File: src/include/pts_pkg.sv
// Purpose: constants for the four-port power sequencer timing block
// Assumes: pclk at 10 MHz; times held in their printed unit
// Notes:   cycle counts derived from times; long counts are overridable
package pts_pkg;
  localparam int unsigned CLK_HZ          = 10_000_000;
  localparam int unsigned TICK_US         = 100;
  localparam int unsigned TICK_CYC        = CLK_HZ / 1_000_000 * TICK_US;
  localparam int unsigned RESET_PULSE_US  = 120;
  localparam int unsigned RESET_PULSE_CYC =
    (RESET_PULSE_US * (CLK_HZ / 1_000_000));
  // ticks of 100 us
  localparam int unsigned START_MS        = 60;
  localparam int unsigned START_TK        = START_MS * 10;
  localparam int unsigned LIMIT_MS        = 60;
  localparam int unsigned LIMIT_TK        = LIMIT_MS * 10;
  localparam int unsigned FAULT_MAX_MS    = 70;
  localparam int unsigned FAULT_STEP_MS   = 5;
  localparam int unsigned FAULT_STEP_TK   = FAULT_STEP_MS * 10;
  // default code d: (d+1) x 5 ms = 70 ms, the longest allowed window
  localparam logic [3:0]  FAULT_CODE_RST  = 4'hd;
  localparam int unsigned SETTLE_MS       = 80;
  localparam int unsigned SETTLE_TK       = SETTLE_MS * 10;
  localparam int unsigned PROBE_MAX_MS    = 330;
  localparam int unsigned PROBE_MAX_TK    = PROBE_MAX_MS * 10;
  localparam int unsigned INJ_DELAY_S     = 2;
  localparam int unsigned INJ_DELAY_TK    = INJ_DELAY_S * 10_000;
  localparam int unsigned CLASS_MS        = 19;
  localparam int unsigned CLASS_TK        = CLASS_MS * 10;
  localparam int unsigned SUPPLY_OK_MS    = 3;
  localparam int unsigned SUPPLY_OK_TK    = SUPPLY_OK_MS * 10;
  localparam int unsigned RESTART_MS      = 960;
  localparam int unsigned RESTART_TK      = RESTART_MS * 10;
  localparam int unsigned STAGGER_MS      = 500;
  localparam int unsigned STAGGER_TK      = STAGGER_MS * 10;
  localparam int unsigned GOOD_MS         = 4;
  localparam int unsigned GOOD_TK         = GOOD_MS * 10;
  localparam int unsigned UNLOAD_MS       = 350;
  localparam int unsigned UNLOAD_TK       = UNLOAD_MS * 10;
  localparam int unsigned ADC_BITS        = 9;
  localparam int unsigned NPORT           = 4;
  // register byte addresses
  localparam logic [7:0] A_CTRL   = 8'h00;
  localparam logic [7:0] A_FCODE  = 8'h04;
  localparam logic [7:0] A_STATE  = 8'h08;
  localparam logic [7:0] A_EVENT  = 8'h0c;
  localparam logic [7:0] A_MASK   = 8'h10;
  localparam logic [7:0] A_ADC01  = 8'h14;
  localparam logic [7:0] A_ADC23  = 8'h18;
  // control register fields
  localparam int unsigned C_AUTO  = 0;
  localparam int unsigned C_INJ   = 1;
  localparam int unsigned C_DCDIS = 2;
  localparam int unsigned C_EN0   = 4;
  typedef enum logic [2:0] {
    PS_OFF, PS_SETTLE, PS_PROBE, PS_CLASS, PS_WAITON, PS_START,
    PS_ON, PS_RESTART
  } pts_state_t;
endpackage

File: src/design/pts_sequencer.sv
// Purpose: per-port detection/class/startup/fault/restart sequencing
// Assumes: pins synchronous to pclk; APB slave, zero wait states
// Notes:   event register clears on read; irq is a level
`timescale 1ns/1ps
module pts_sequencer
  import pts_pkg::*;
#(
  parameter int unsigned INJ_TK     = INJ_DELAY_TK,
  parameter int unsigned RESTART_T  = RESTART_TK,
  parameter int unsigned STAGGER_T  = STAGGER_TK,
  parameter int unsigned PROBE_T    = PROBE_MAX_TK,
  parameter int unsigned UNLOAD_T   = UNLOAD_TK
)(
  // clock, reset
  input  wire logic                pclk,
  input  wire logic                presetn,
  // apb
  input  wire logic                psel,
  input  wire logic                penable,
  input  wire logic                pwrite,
  input  wire logic [7:0]          paddr,
  input  wire logic [31:0]         pwdata,
  output logic      [31:0]         prdata,
  output logic                     pready,
  output logic                     pslverr,
  // pins
  input  wire logic                enable_pin,
  input  wire logic                high_supply_ok,
  input  wire logic [NPORT-1:0]    probe_valid,
  input  wire logic [NPORT-1:0]    over_startup_limit,
  input  wire logic [NPORT-1:0]    over_fault_limit,
  input  wire logic [NPORT-1:0]    in_current_limit,
  input  wire logic [NPORT-1:0]    output_above_thr,
  input  wire logic [NPORT-1:0]    sense_below_thr,
  input  wire logic [4*ADC_BITS-1:0] adc_current,
  input  wire logic [4*ADC_BITS-1:0] adc_voltage,
  // outputs
  output logic      [NPORT-1:0]    port_power_on,
  output logic      [NPORT-1:0]    output_good_flag,
  output logic                     device_ready,
  output logic                     irq
);
  localparam int TW = 16;
  localparam int unsigned RSTCNT = RESET_PULSE_CYC;

  // ------------------------------------------------------------
  // time base and enable-pin reset
  // ------------------------------------------------------------
  logic [9:0]  div_q;
  logic        tick;
  logic [11:0] enlow_q;
  logic        soft_rst_q;
  logic [7:0]  sup_q;
  logic        ready_q;

  assign tick = (div_q == 10'(TICK_CYC - 1));

  always_ff @(posedge pclk or negedge presetn)
  begin
    if (!presetn)
      div_q <= '0;
    else
      div_q <= tick ? '0 : div_q + 10'h001;
  end

  always_ff @(posedge pclk or negedge presetn)
  begin
    if (!presetn)
    begin
      enlow_q    <= '0;
      soft_rst_q <= 1'b0;
    end
    else if (enable_pin)
    begin
      enlow_q    <= '0;
      soft_rst_q <= 1'b0;
    end
    // the low sample that completes 120 us already resets
    else if (enlow_q != 12'(RSTCNT - 1))
      enlow_q <= enlow_q + 12'h001;
    else
      soft_rst_q <= 1'b1;
  end

  // rail must hold good continuously; any dropout restarts the wait
  always_ff @(posedge pclk or negedge presetn)
  begin
    if (!presetn)
    begin
      sup_q   <= '0;
      ready_q <= 1'b0;
    end
    else if (!high_supply_ok || soft_rst_q)
    begin
      sup_q   <= '0;
      ready_q <= 1'b0;
    end
    else if (tick && !ready_q)
    begin
      sup_q   <= sup_q + 8'h01;
      ready_q <= (sup_q == 8'(SUPPLY_OK_TK - 1));
    end
  end

  // ------------------------------------------------------------
  // registers
  // ------------------------------------------------------------
  logic [7:0]  ctrl_q;
  logic [15:0] fcode_q;
  logic [7:0]  event_q;
  logic [7:0]  mask_q;
  logic [TW-1:0] stag_q;
  logic [NPORT-1:0] turn_on;
  logic [7:0]  ev_set;
  logic        wr_en;
  logic        rd_ev;

  assign wr_en = psel && penable && pwrite;
  assign rd_ev = psel && penable && !pwrite && paddr == A_EVENT;

  always_ff @(posedge pclk or negedge presetn)
  begin
    if (!presetn)
    begin
      ctrl_q  <= 8'h00;
      fcode_q <= {4{FAULT_CODE_RST}};
      mask_q  <= 8'h00;
    end
    else if (soft_rst_q)
    begin
      ctrl_q  <= 8'h00;
      fcode_q <= {4{FAULT_CODE_RST}};
      mask_q  <= 8'h00;
    end
    else if (wr_en)
    begin
      if (paddr == A_CTRL)
        ctrl_q <= pwdata[7:0];
      if (paddr == A_FCODE)
        fcode_q <= pwdata[15:0];
      if (paddr == A_MASK)
        mask_q <= pwdata[7:0];
    end
  end

  // set wins over the read clear; only bits the read returned are
  // cleared, so an event landing at the setup edge is not lost
  always_ff @(posedge pclk or negedge presetn)
  begin
    if (!presetn)
      event_q <= '0;
    else if (soft_rst_q)
      event_q <= '0;
    else
      event_q <= (rd_ev ? event_q & ~prdata[7:0] : event_q) | ev_set;
  end

  // ------------------------------------------------------------
  // per-port state machines
  // ------------------------------------------------------------
  pts_state_t       st_q   [NPORT];
  logic [TW-1:0]    tm_q   [NPORT];
  logic [TW-1:0]    sub_q  [NPORT];
  logic [7:0]       good_q [NPORT];
  logic [ADC_BITS-1:0] icap_q [NPORT];
  logic [ADC_BITS-1:0] vcap_q [NPORT];
  logic [NPORT-1:0] fault_ev;
  logic [NPORT-1:0] unload_ev;
  logic [NPORT-1:0] want_on;

  function automatic logic [TW-1:0] fault_tk(input logic [3:0] c);
    fault_tk = TW'((32'(c) + 32'd1) * FAULT_STEP_TK);
  endfunction

  // lowest port waiting wins the stagger slot
  assign want_on[0] = st_q[0] == PS_WAITON;
  for (genvar g = 1; g < NPORT; g++)
  begin : g_pri
    assign want_on[g] = st_q[g] == PS_WAITON && !(|want_on[g-1:0]) ;
  end
  assign turn_on = want_on & {NPORT{stag_q == '0 || !ctrl_q[C_AUTO]}};
  assign ev_set  = {unload_ev, fault_ev};

  always_ff @(posedge pclk or negedge presetn)
  begin
    if (!presetn)
      stag_q <= '0;
    else if (soft_rst_q)
      stag_q <= '0;
    else if (|turn_on)
      stag_q <= TW'(STAGGER_T);
    else if (tick && stag_q != '0)
      stag_q <= stag_q - 1'b1;
  end

  for (genvar p = 0; p < NPORT; p++)
  begin : g_port
    logic [TW-1:0] fw;
    logic          run;
    assign fw  = fault_tk(fcode_q[4*p +: 4]);
    assign run = ready_q && ctrl_q[C_EN0+p];
    assign fault_ev[p]  = st_q[p] == PS_ON && tick &&
                          over_fault_limit[p] && tm_q[p] >= fw - 1'b1;
    assign unload_ev[p] = st_q[p] == PS_ON && tick && ctrl_q[C_DCDIS] &&
                          sense_below_thr[p] && sub_q[p] >= TW'(UNLOAD_T - 1);

    always_ff @(posedge pclk or negedge presetn)
    begin
      if (!presetn)
      begin
        st_q[p]  <= PS_OFF;
        tm_q[p]  <= '0;
        sub_q[p] <= '0;
      end
      else if (soft_rst_q || !run)
      begin
        st_q[p]  <= PS_OFF;
        tm_q[p]  <= '0;
        sub_q[p] <= '0;
      end
      else
      begin
        if (tick)
          tm_q[p] <= tm_q[p] + 1'b1;
        case (st_q[p])
          PS_OFF:
          begin
            st_q[p] <= PS_SETTLE;
            tm_q[p] <= '0;
          end
          PS_SETTLE:
            if (tick && tm_q[p] >= TW'((ctrl_q[C_INJ] ? INJ_TK : SETTLE_TK) - 1))
            begin
              st_q[p] <= PS_PROBE;
              tm_q[p] <= '0;
            end
          PS_PROBE:
            if (probe_valid[p])
            begin
              st_q[p] <= PS_CLASS;
              tm_q[p] <= '0;
            end
            else if (tick && tm_q[p] >= TW'(PROBE_T - 1))
            begin
              st_q[p] <= PS_SETTLE;
              tm_q[p] <= '0;
            end
          PS_CLASS:
            if (tick && tm_q[p] >= TW'(CLASS_TK - 1))
              st_q[p] <= PS_WAITON;
          PS_WAITON:
            if (turn_on[p])
            begin
              st_q[p] <= PS_START;
              tm_q[p] <= '0;
            end
          PS_START:
            if (tick && tm_q[p] >= TW'(START_TK - 1))
            begin
              st_q[p]  <= over_startup_limit[p] ? PS_RESTART : PS_ON;
              tm_q[p]  <= '0;
              sub_q[p] <= '0;
            end
          PS_ON:
          begin
            if (tick)
            begin
              tm_q[p]  <= over_fault_limit[p] ? tm_q[p] + 1'b1 : '0;
              sub_q[p] <= sense_below_thr[p] ? sub_q[p] + 1'b1 : '0;
            end
            if (fault_ev[p] || (tick && in_current_limit[p] &&
                tm_q[p] >= TW'(LIMIT_TK - 1)))
            begin
              st_q[p] <= PS_RESTART;
              tm_q[p] <= '0;
            end
            else if (unload_ev[p])
            begin
              st_q[p] <= PS_SETTLE;
              tm_q[p] <= '0;
            end
          end
          PS_RESTART:
            if (ctrl_q[C_INJ] ||
                (tick && tm_q[p] >= TW'(RESTART_T - 1)))
            begin
              st_q[p] <= PS_SETTLE;
              tm_q[p] <= '0;
            end
          default:
            st_q[p] <= PS_OFF;
        endcase
      end
    end

    always_ff @(posedge pclk or negedge presetn)
    begin
      if (!presetn)
      begin
        good_q[p]           <= '0;
        output_good_flag[p] <= 1'b0;
        port_power_on[p]    <= 1'b0;
        icap_q[p]           <= '0;
        vcap_q[p]           <= '0;
      end
      else
      begin
        port_power_on[p] <= st_q[p] == PS_START || st_q[p] == PS_ON;
        if (!port_power_on[p] || !output_above_thr[p])
        begin
          good_q[p]           <= '0;
          output_good_flag[p] <= 1'b0;
        end
        else if (tick && good_q[p] != 8'(GOOD_TK))
          good_q[p] <= good_q[p] + 8'h01;
        else if (good_q[p] == 8'(GOOD_TK))
          output_good_flag[p] <= 1'b1;
        if (st_q[p] == PS_ON && tick)
        begin
          icap_q[p] <= adc_current[ADC_BITS*p +: ADC_BITS];
          vcap_q[p] <= adc_voltage[ADC_BITS*p +: ADC_BITS];
        end
      end
    end

  end

  // ------------------------------------------------------------
  // apb read side and outputs
  // ------------------------------------------------------------
  logic [31:0] rd_mux;
  logic [31:0] st_word;
  assign st_word = {15'h0000, ready_q, 4'h0, 3'(st_q[3]), 3'(st_q[2]),
                    3'(st_q[1]), 3'(st_q[0])};
  assign rd_mux =
    paddr == A_CTRL  ? {24'h000000, ctrl_q} :
    paddr == A_FCODE ? {16'h0000, fcode_q} :
    paddr == A_STATE ? st_word :
    paddr == A_EVENT ? {24'h000000, event_q} :
    paddr == A_MASK  ? {24'h000000, mask_q} :
    paddr == A_ADC01 ? {7'h00, icap_q[1], vcap_q[1][6:0], icap_q[0]} :
    paddr == A_ADC23 ? {7'h00, icap_q[3], vcap_q[3][6:0], icap_q[2]} :
    32'h00000000;

  always_ff @(posedge pclk or negedge presetn)
  begin
    if (!presetn)
    begin
      prdata       <= '0;
      pready       <= 1'b0;
      pslverr      <= 1'b0;
      device_ready <= 1'b0;
      irq          <= 1'b0;
    end
    else
    begin
      pready       <= psel && !penable;
      pslverr      <= 1'b0;
      prdata       <= (psel && !penable) ? rd_mux : prdata;
      device_ready <= ready_q;
      irq          <= |(event_q & mask_q);
    end
  end
endmodule

File: config.mk
export PLATFORM = sky130hd
export DESIGN_NAME = pts_sequencer
export DESIGN_NICKNAME = d
export VERILOG_FILES = /design/src/include/pts_pkg.sv /design/src/design/pts_sequencer.sv
export SDC_FILE = /design/constraint.sdc
export NUM_CORES = 1
export LEC_CHECK = 0
export ABC_AREA = 1
export BUFFER_PORTS_ARGS = -buffer_cell sky130_fd_sc_hd__buf_2
export CAP_MARGIN = 15
export CORE_MARGIN = 4
export CORE_UTILIZATION = 48
export CTS_BUF_LIST = sky130_fd_sc_hd__clkbuf_4 sky130_fd_sc_hd__clkbuf_8
export CTS_CLUSTER_DIAMETER = 50
export DETAILED_ROUTE_END_ITERATION = 16
export PLACE_DENSITY = 0.69
export SETUP_SLACK_MARGIN = 0.3
export SLEW_MARGIN = 0
export SYNTH_ARGS = -nofsm -noshare
export SYNTH_HDL_FRONTEND = slang
export SYNTH_SLANG_ARGS = --single-unit
File: constraint.sdc
create_clock -name pclk -period 6.5 [get_ports pclk]
set_clock_uncertainty 0.1 [all_clocks]
set_input_delay 0 -clock pclk [delete_from_list [all_inputs] [get_ports pclk]]
set_output_delay 0 -clock pclk [all_outputs]
set_load 0.05 [all_outputs]
# [Yosys cells after proc, flatten, opt, wreduce, memory -nomap -nowiden]
# Index checks and enable logic that the tools add are counted.
[totals] register_bits=353 latch_bits=0 mem_bits_rw=0 mem_bits_ro=0 out_inout_bits=44 elab_cells=516 mem_count=0
[op_classes] n_addsub=25 mul=4 div=0 n_lt_le_gt_ge=28 n_eq_ne=82 shifts=0 n_mux=171 bitwise_logic=5 reduce_logical=157
[op_table] op="$mux 16" n=70
[op_table] op="$pmux 16 s7" n=4
[op_table] op="$mux 25" n=7
[op_table] op="$mux 8" n=18
[op_table] op="$add 16x1->16 const B" n=8
[op_table] op="$ge 16x12->1 const B" n=8
[op_table] op="$ge 16x16->1" n=8
[op_table] op="$pmux 16 s2" n=4
[op_table] op="$mux 3" n=40
[op_table] op="$pmux 3 s8" n=4
[op_table] op="$logic_and 1x1->1" n=70
[op_table] op="$ge 16x10->1 const B" n=4
[op_table] op="$ge 16x14->1 const B" n=4
[op_table] op="$ge 16x8->1 const B" n=4
[op_table] op="$ne 3x3->1 const B" n=17
[op_table] op="$eq 3x3->1 const B" n=16
[op_table] op="$sub 11x1->12 const B" n=4
[op_table] op="$add 8x1->8 const B" n=5
[op_table] op="$mul 5x5->10 const B" n=4
[op_table] op="$eq 8x5->1 const B" n=4
[op_table] op="$eq 8x6->1 const B" n=4
[op_table] op="$ne 8x6->1 const B" n=4
[op_table] op="$reduce_and 7->1" n=4
[op_table] op="$reduce_bool 2->1" n=14
[op_table] op="36 further kinds" n=143

# [Logic depth before layout (Yosys ltp)]
[logic_depth] word_depth=13 mapped_depth=29

# [Least setup slack after synthesis]
# Ideal clock, no wire load.
[synth_timing] path_kind="register -> register" start="reg fcode_q[8]" end="reg tm_q[29] in the netlist's numbering" setup_time_ns=0.114 arrival_time_ns=4.395 required_ns=6.286 slack_ns=1.891 stages_incl_launch_ff=24 path_cell_list="dfstp_2 buf_2 inv_1 ha_1 ha_1 ha_1 inv_1 fa_1 or2_2 nand2_1 inv_1 nor3b_1 nand3b_1 ha_1 nand2_1 nor4_1 nand2_1 nand2_1 nand2_1 nand4_1 nand3_2 buf_2 nand3_1 inv_1"
[synth_via] elab_chain_len=9
[synth_rtl] item="from (decl)" line="pts_sequencer.sv:109" rtl="logic [15:0] fcode_q;"
[synth_rtl] item="from (signal assigned)" line="pts_sequencer.sv:126" rtl="fcode_q <= {4{FAULT_CODE_RST}};"
[synth_rtl] item="from (signal assigned)" line="pts_sequencer.sv:132" rtl="fcode_q <= {4{FAULT_CODE_RST}};"
[synth_rtl] item="from (signal assigned)" line="pts_sequencer.sv:140" rtl="fcode_q <= pwdata[15:0];"
[synth_rtl] item="$add 4x1->5" line="pts_sequencer.sv:172" rtl="fault_tk = TW'((32'(c) + 32'd1) * FAULT_STEP_TK);"
[synth_rtl] item="$mul 5x5->10" line="pts_sequencer.sv:172"
[synth_rtl] item="$sub 11x1->12" line="pts_sequencer.sv:203" rtl="over_fault_limit[p] && tm_q[p] >= fw - 1'b1;"
[synth_rtl] item="$ge 16x16->1" line="pts_sequencer.sv:203"
[synth_rtl] item="$logic_and 1x1->1" line="pts_sequencer.sv:203"
[synth_rtl] item="$logic_or 1x1->1" line="pts_sequencer.sv:271" rtl="if (fault_ev[p] || (tick && in_current_limit[p] &&"
[synth_rtl] item="$mux 16" line="pts_sequencer.sv:271"
[synth_rtl] item="$pmux 16 s7" line="pts_sequencer.sv:225" rtl="case (st_q[p])"
[synth_rtl] item="$mux 16" line="pts_sequencer.sv:215" rtl="else if (soft_rst_q || !run)"
[synth_rtl] item="to (signal, indexed assignment)" line="pts_sequencer.sv:224" rtl="tm_q[p] <= tm_q[p] + 1'b1;"
[synth_rtl] item="to (signal, indexed assignment)" line="pts_sequencer.sv:268" rtl="tm_q[p] <= over_fault_limit[p] ? tm_q[p] + 1'b1 : '0;"
[synth_rtl] item="to (decl)" line="pts_sequencer.sv:162" rtl="logic [TW-1:0] tm_q [NPORT];"
# No other way between the ends.
# A chain may end at the register's enable or synchronous reset.

# [Final worst setup path]
[layout_timing] start="reg fcode_q[0]" end="reg st_q[10] in the netlist's numbering"
[layout_via] elab_chain_len=9 word_cells_on_any_way=11
[layout_rtl] item="$add 4x1->5 *" line="pts_sequencer.sv:172"
[layout_rtl] item="$mul 5x5->10 *" line="pts_sequencer.sv:172"
[layout_rtl] item="$sub 11x1->12 *" line="pts_sequencer.sv:203"
[layout_rtl] item="$ge 16x16->1 *" line="pts_sequencer.sv:203"
[layout_rtl] item="$logic_and 1x1->1 *" line="pts_sequencer.sv:203"
[layout_rtl] item="$logic_or 1x1->1 *" line="pts_sequencer.sv:271"
[layout_rtl] item="$mux 3" line="pts_sequencer.sv:271"
[layout_rtl] item="$pmux 3 s8" line="pts_sequencer.sv:225"
[layout_rtl] item="$mux 3" line="pts_sequencer.sv:215"
[layout_rtl] item="to (signal, indexed assignment)" line="pts_sequencer.sv:260" rtl="st_q[p] <= over_startup_limit[p] ? PS_RESTART : PS_ON;"
[layout_rtl] item="to (decl)" line="pts_sequencer.sv:161" rtl="pts_state_t st_q [NPORT];"
# Every way passes the cells marked *; elsewhere a longest branch is shown, timed or not.

==> results_dict.tcl <==
set metrics [dict create \
    grt_pass1_vias 21900 \
    required_ps 6990 \
    syn_to_final_growth_pct 19.9 \
    synth_top_flop_cell "dfrtp_1" \
    antenna_found_initial 1 \
    holdWs_ps 43.8 \
    numCtsBuffers 68 \
    fmax_ghz 0.169 \
    hold_violations 0 \
    synth_area_mm2 0.0238 \
    ios 187 \
    synth-edff-count 0 \
    hold_path.class "in -> reg" \
    vias 22900 \
    drv_slew 0 \
    core_region_area_mm2 0.0491 \
    power_density_mw_per_mm2 172 \
    endpoint_kind "register" \
    finalSetupViolCount 0 \
    clk_path_buf_depth 3 \
    dp.cells 4039 \
    cp_max_fo 8 \
    clk_pin_slew_worst_paths_ps 60 \
    syn_inst 3288 \
    numClockSinks 346 \
    dp_hpwl_um 47600 \
    finalCritPeriodShare_pct 91.0 \
    wl_per_cell_um 15.9 \
    finalNonFillerCells 4352 \
    fill_cells 4590 \
    outcome "completed" \
    tns_ps 0 \
    initial_core_util_pct 48.6 \
    cp-start-kind "register" \
    synth-async-reset-ratio_pct 100 \
    cts_tree "done" \
    tightestPinTransition_ps 1090 \
    synth_cell_types 60 \
    synth-seq-area-share_pct 36.4 \
    vias_per_cell 5.26 \
    routed_wl_um 69300 \
    drive_gt1_share_pct 10.2 \
    critPathMaxStageDelay_ps 640 \
    grt_pass1_wl_um 113000 \
    num_rows 81 \
    die_x_um 231 \
    slowest_stage "dlygate4sd3_1" \
    rsz0062_at_grt "true" \
    period_needed_ps 5920 \
    first_pass_iters 6 \
    cts_root_buf "clkbuf_8" \
    yosysWarnings 0 \
    clkLatencyLatePin_ps 670 \
    dieArea_mm2 0.0533 \
    path_class "reg -> reg" \
    io_buffer_count 140 \
    grt_max_degree 99 \
    fin_area_mm2 0.0286 \
    path_common_cell "nand2_1" \
    grt_overflow 0 \
    gp_congestion 0.923 \
    drt_iter0_markers 1653 \
    grt_usage_pct 25.9 \
    finalPower_mw 4.93 \
    placed_area_mm2 0.0252 \
    nets 3948 \
    dieHeight_um 231 \
    power.leakage_nw 14.0 \
    cp.arrival_ps 6400 \
    max-vdd-ir-drop_v 0.000180 \
    drc_errors 0 \
    avgSynthCellArea_um2 7.25 \
    slew_headroom_pct 26.8 \
    cap_viol_max_count 0 \
    ys_seq_elements 346 \
    h-tree-depth 3 \
    ant_nets 0 \
]
-- metrics by stage --
| step | worst slack, ps | util, % |
|---|---|---|
| 2_1_floorplan | 1890 | - |
| 3_3_place_gp | 1310 | 51.3 |
| 3_5_place_dp | 1230 | 51.3 |
| 4_1_cts | 451 | 58.1 |
| 5_1_grt | 266 | 58.3 |
| 6_report | 582 | 58.3 |
-- registers in the layout (all words and copies together), names as in the netlist, 10 cells and up --
| signal | cells |
|---|---|
| fcode_q | 16 |
| sub_q | 64 |
| good_q | 32 |
| tm_q | 64 |
| enlow_q | 12 |
| icap_q | 36 |
| stag_q | 16 |
| st_q | 12 |
| prdata | 25 |
| vcap_q | 14 |
| div_q | 10 |
-- power breakdown --
part	switching [mW]	leakage [nW]	internal (mW)
clock network	1.03	0.767	1.34
registers	0.0189	4.58	2.18
logic	0.207	8.66	0.155
-- cell usage after synthesis, drive strengths merged (11+ instances only) --
| master | n | area [µm²] |
|---|---|---|
| a21oi | 165 | 830 |
| nand3 | 222 | 1160 |
| o21ai | 178 | 891 |
| nand4 | 69 | 432 |
| nor4 | 30 | 194 |
| nand3b | 11 | 82.6 |
| mux2 | 35 | 394 |
| nand2 | 811 | 3080 |
| buf | 28 | 209 |
| xor2 | 95 | 832 |
| ha | 167 | 2090 |
| nor3 | 112 | 597 |
| dfrtp | 334 | 8360 |
| o21a | 15 | 113 |
| clkbuf | 46 | 173 |
| dfstp | 12 | 315 |
| inv | 446 | 1680 |
| xnor2 | 21 | 184 |
| nor2 | 389 | 1460 |
-- placed cells by master, fill, tap and decap left out, drive strengths merged, types with 21 or more instances in the layout --
| master | count |
|---|---|
| nand2 | 811 |
| inv | 449 |
| nor2 | 389 |
| dfrtp | 334 |
| nand3 | 222 |
| dlygate4sd3 | 185 |
| o21ai | 178 |
| ha | 167 |
| a21oi | 165 |
| buf | 160 |
| nor3 | 112 |
| clkbuf | 97 |
| xor2 | 95 |
| nand4 | 69 |
| mux2 | 35 |
| nor4 | 30 |
| xnor2 | 21 |
-- worst max-delay path: cells and delay by family (launching register included) --
kind                     cells  cell delay (ps)
buffers and inverters        5             1540
flip-flops                   1              620
XOR/XNOR                     2              400
AND/OR/NAND/NOR             16             1490
AO/OA/AOI/OAI                1              140
adder cells (fa/ha/maj)      5             1520
-- worst paths after layout --
check	from	to	cells past startpoint	slack, ps
setup reg to reg	fcode_q[0]	st_q[10]	29	580
setup / recovery	fcode_q[0]	st_q[10]	29	580
hold / removal	adc_current[31]	icap_q[4]	3	40
max in group asynchronous	presetn	vcap_q[18]	4	4880
min in group asynchronous	presetn	st_q[9]	3	260
hold reg to reg	icap_q[19]	icap_q[19]	2	390
-- metal layers --
metal / global-route usage (%) / vias to the layer above / wire (µm)
met1: 34.8 / 10600 / 31000
met4: 9.23 / 0 / 2320
met3: 4.76 / 154 / 4230
met5: 0 / - / 0
met2: 42.1 / 691 / 31800
li1: - / 11400 / -
-- logic make-up after synthesis --
logic type | synth area share (%)
other | 0.0157
adders and majority gates | 8.93
and+or+nand+nor | 30.0
buffers and inverters | 8.71
xor gates and xnor gates | 4.26
AOI/OAI and AO/OA | 10.0
DFF | 36.4
muxes | 1.69
-- area by class of cell --
cell class	count	area [µm²]	share of cell area, %
multi-input combinational	2425	13200	46.2
sequential	346	8670	30.3
timing repair buffer	345	2730	9.55
inverter	450	1690	5.92
clock buffer	97	1220	4.27
tap	664	831	2.90
clock inverter	24	234	0.818
antenna	1	2.50	0.00875
-- what timing repair did --
| item | 4_1_cts | 5_1_grt |
|---|---|---|
| endpoints found under the setup margin | 0 | 6 |
| gates resized for setup | 0 | 14 |
| buffers inserted | 0 | 5 |
| endpoints found under the hold margin | 340 | 0 |
| hold buffers | 186 | 0 |
(Power assumes the default switching activity.)
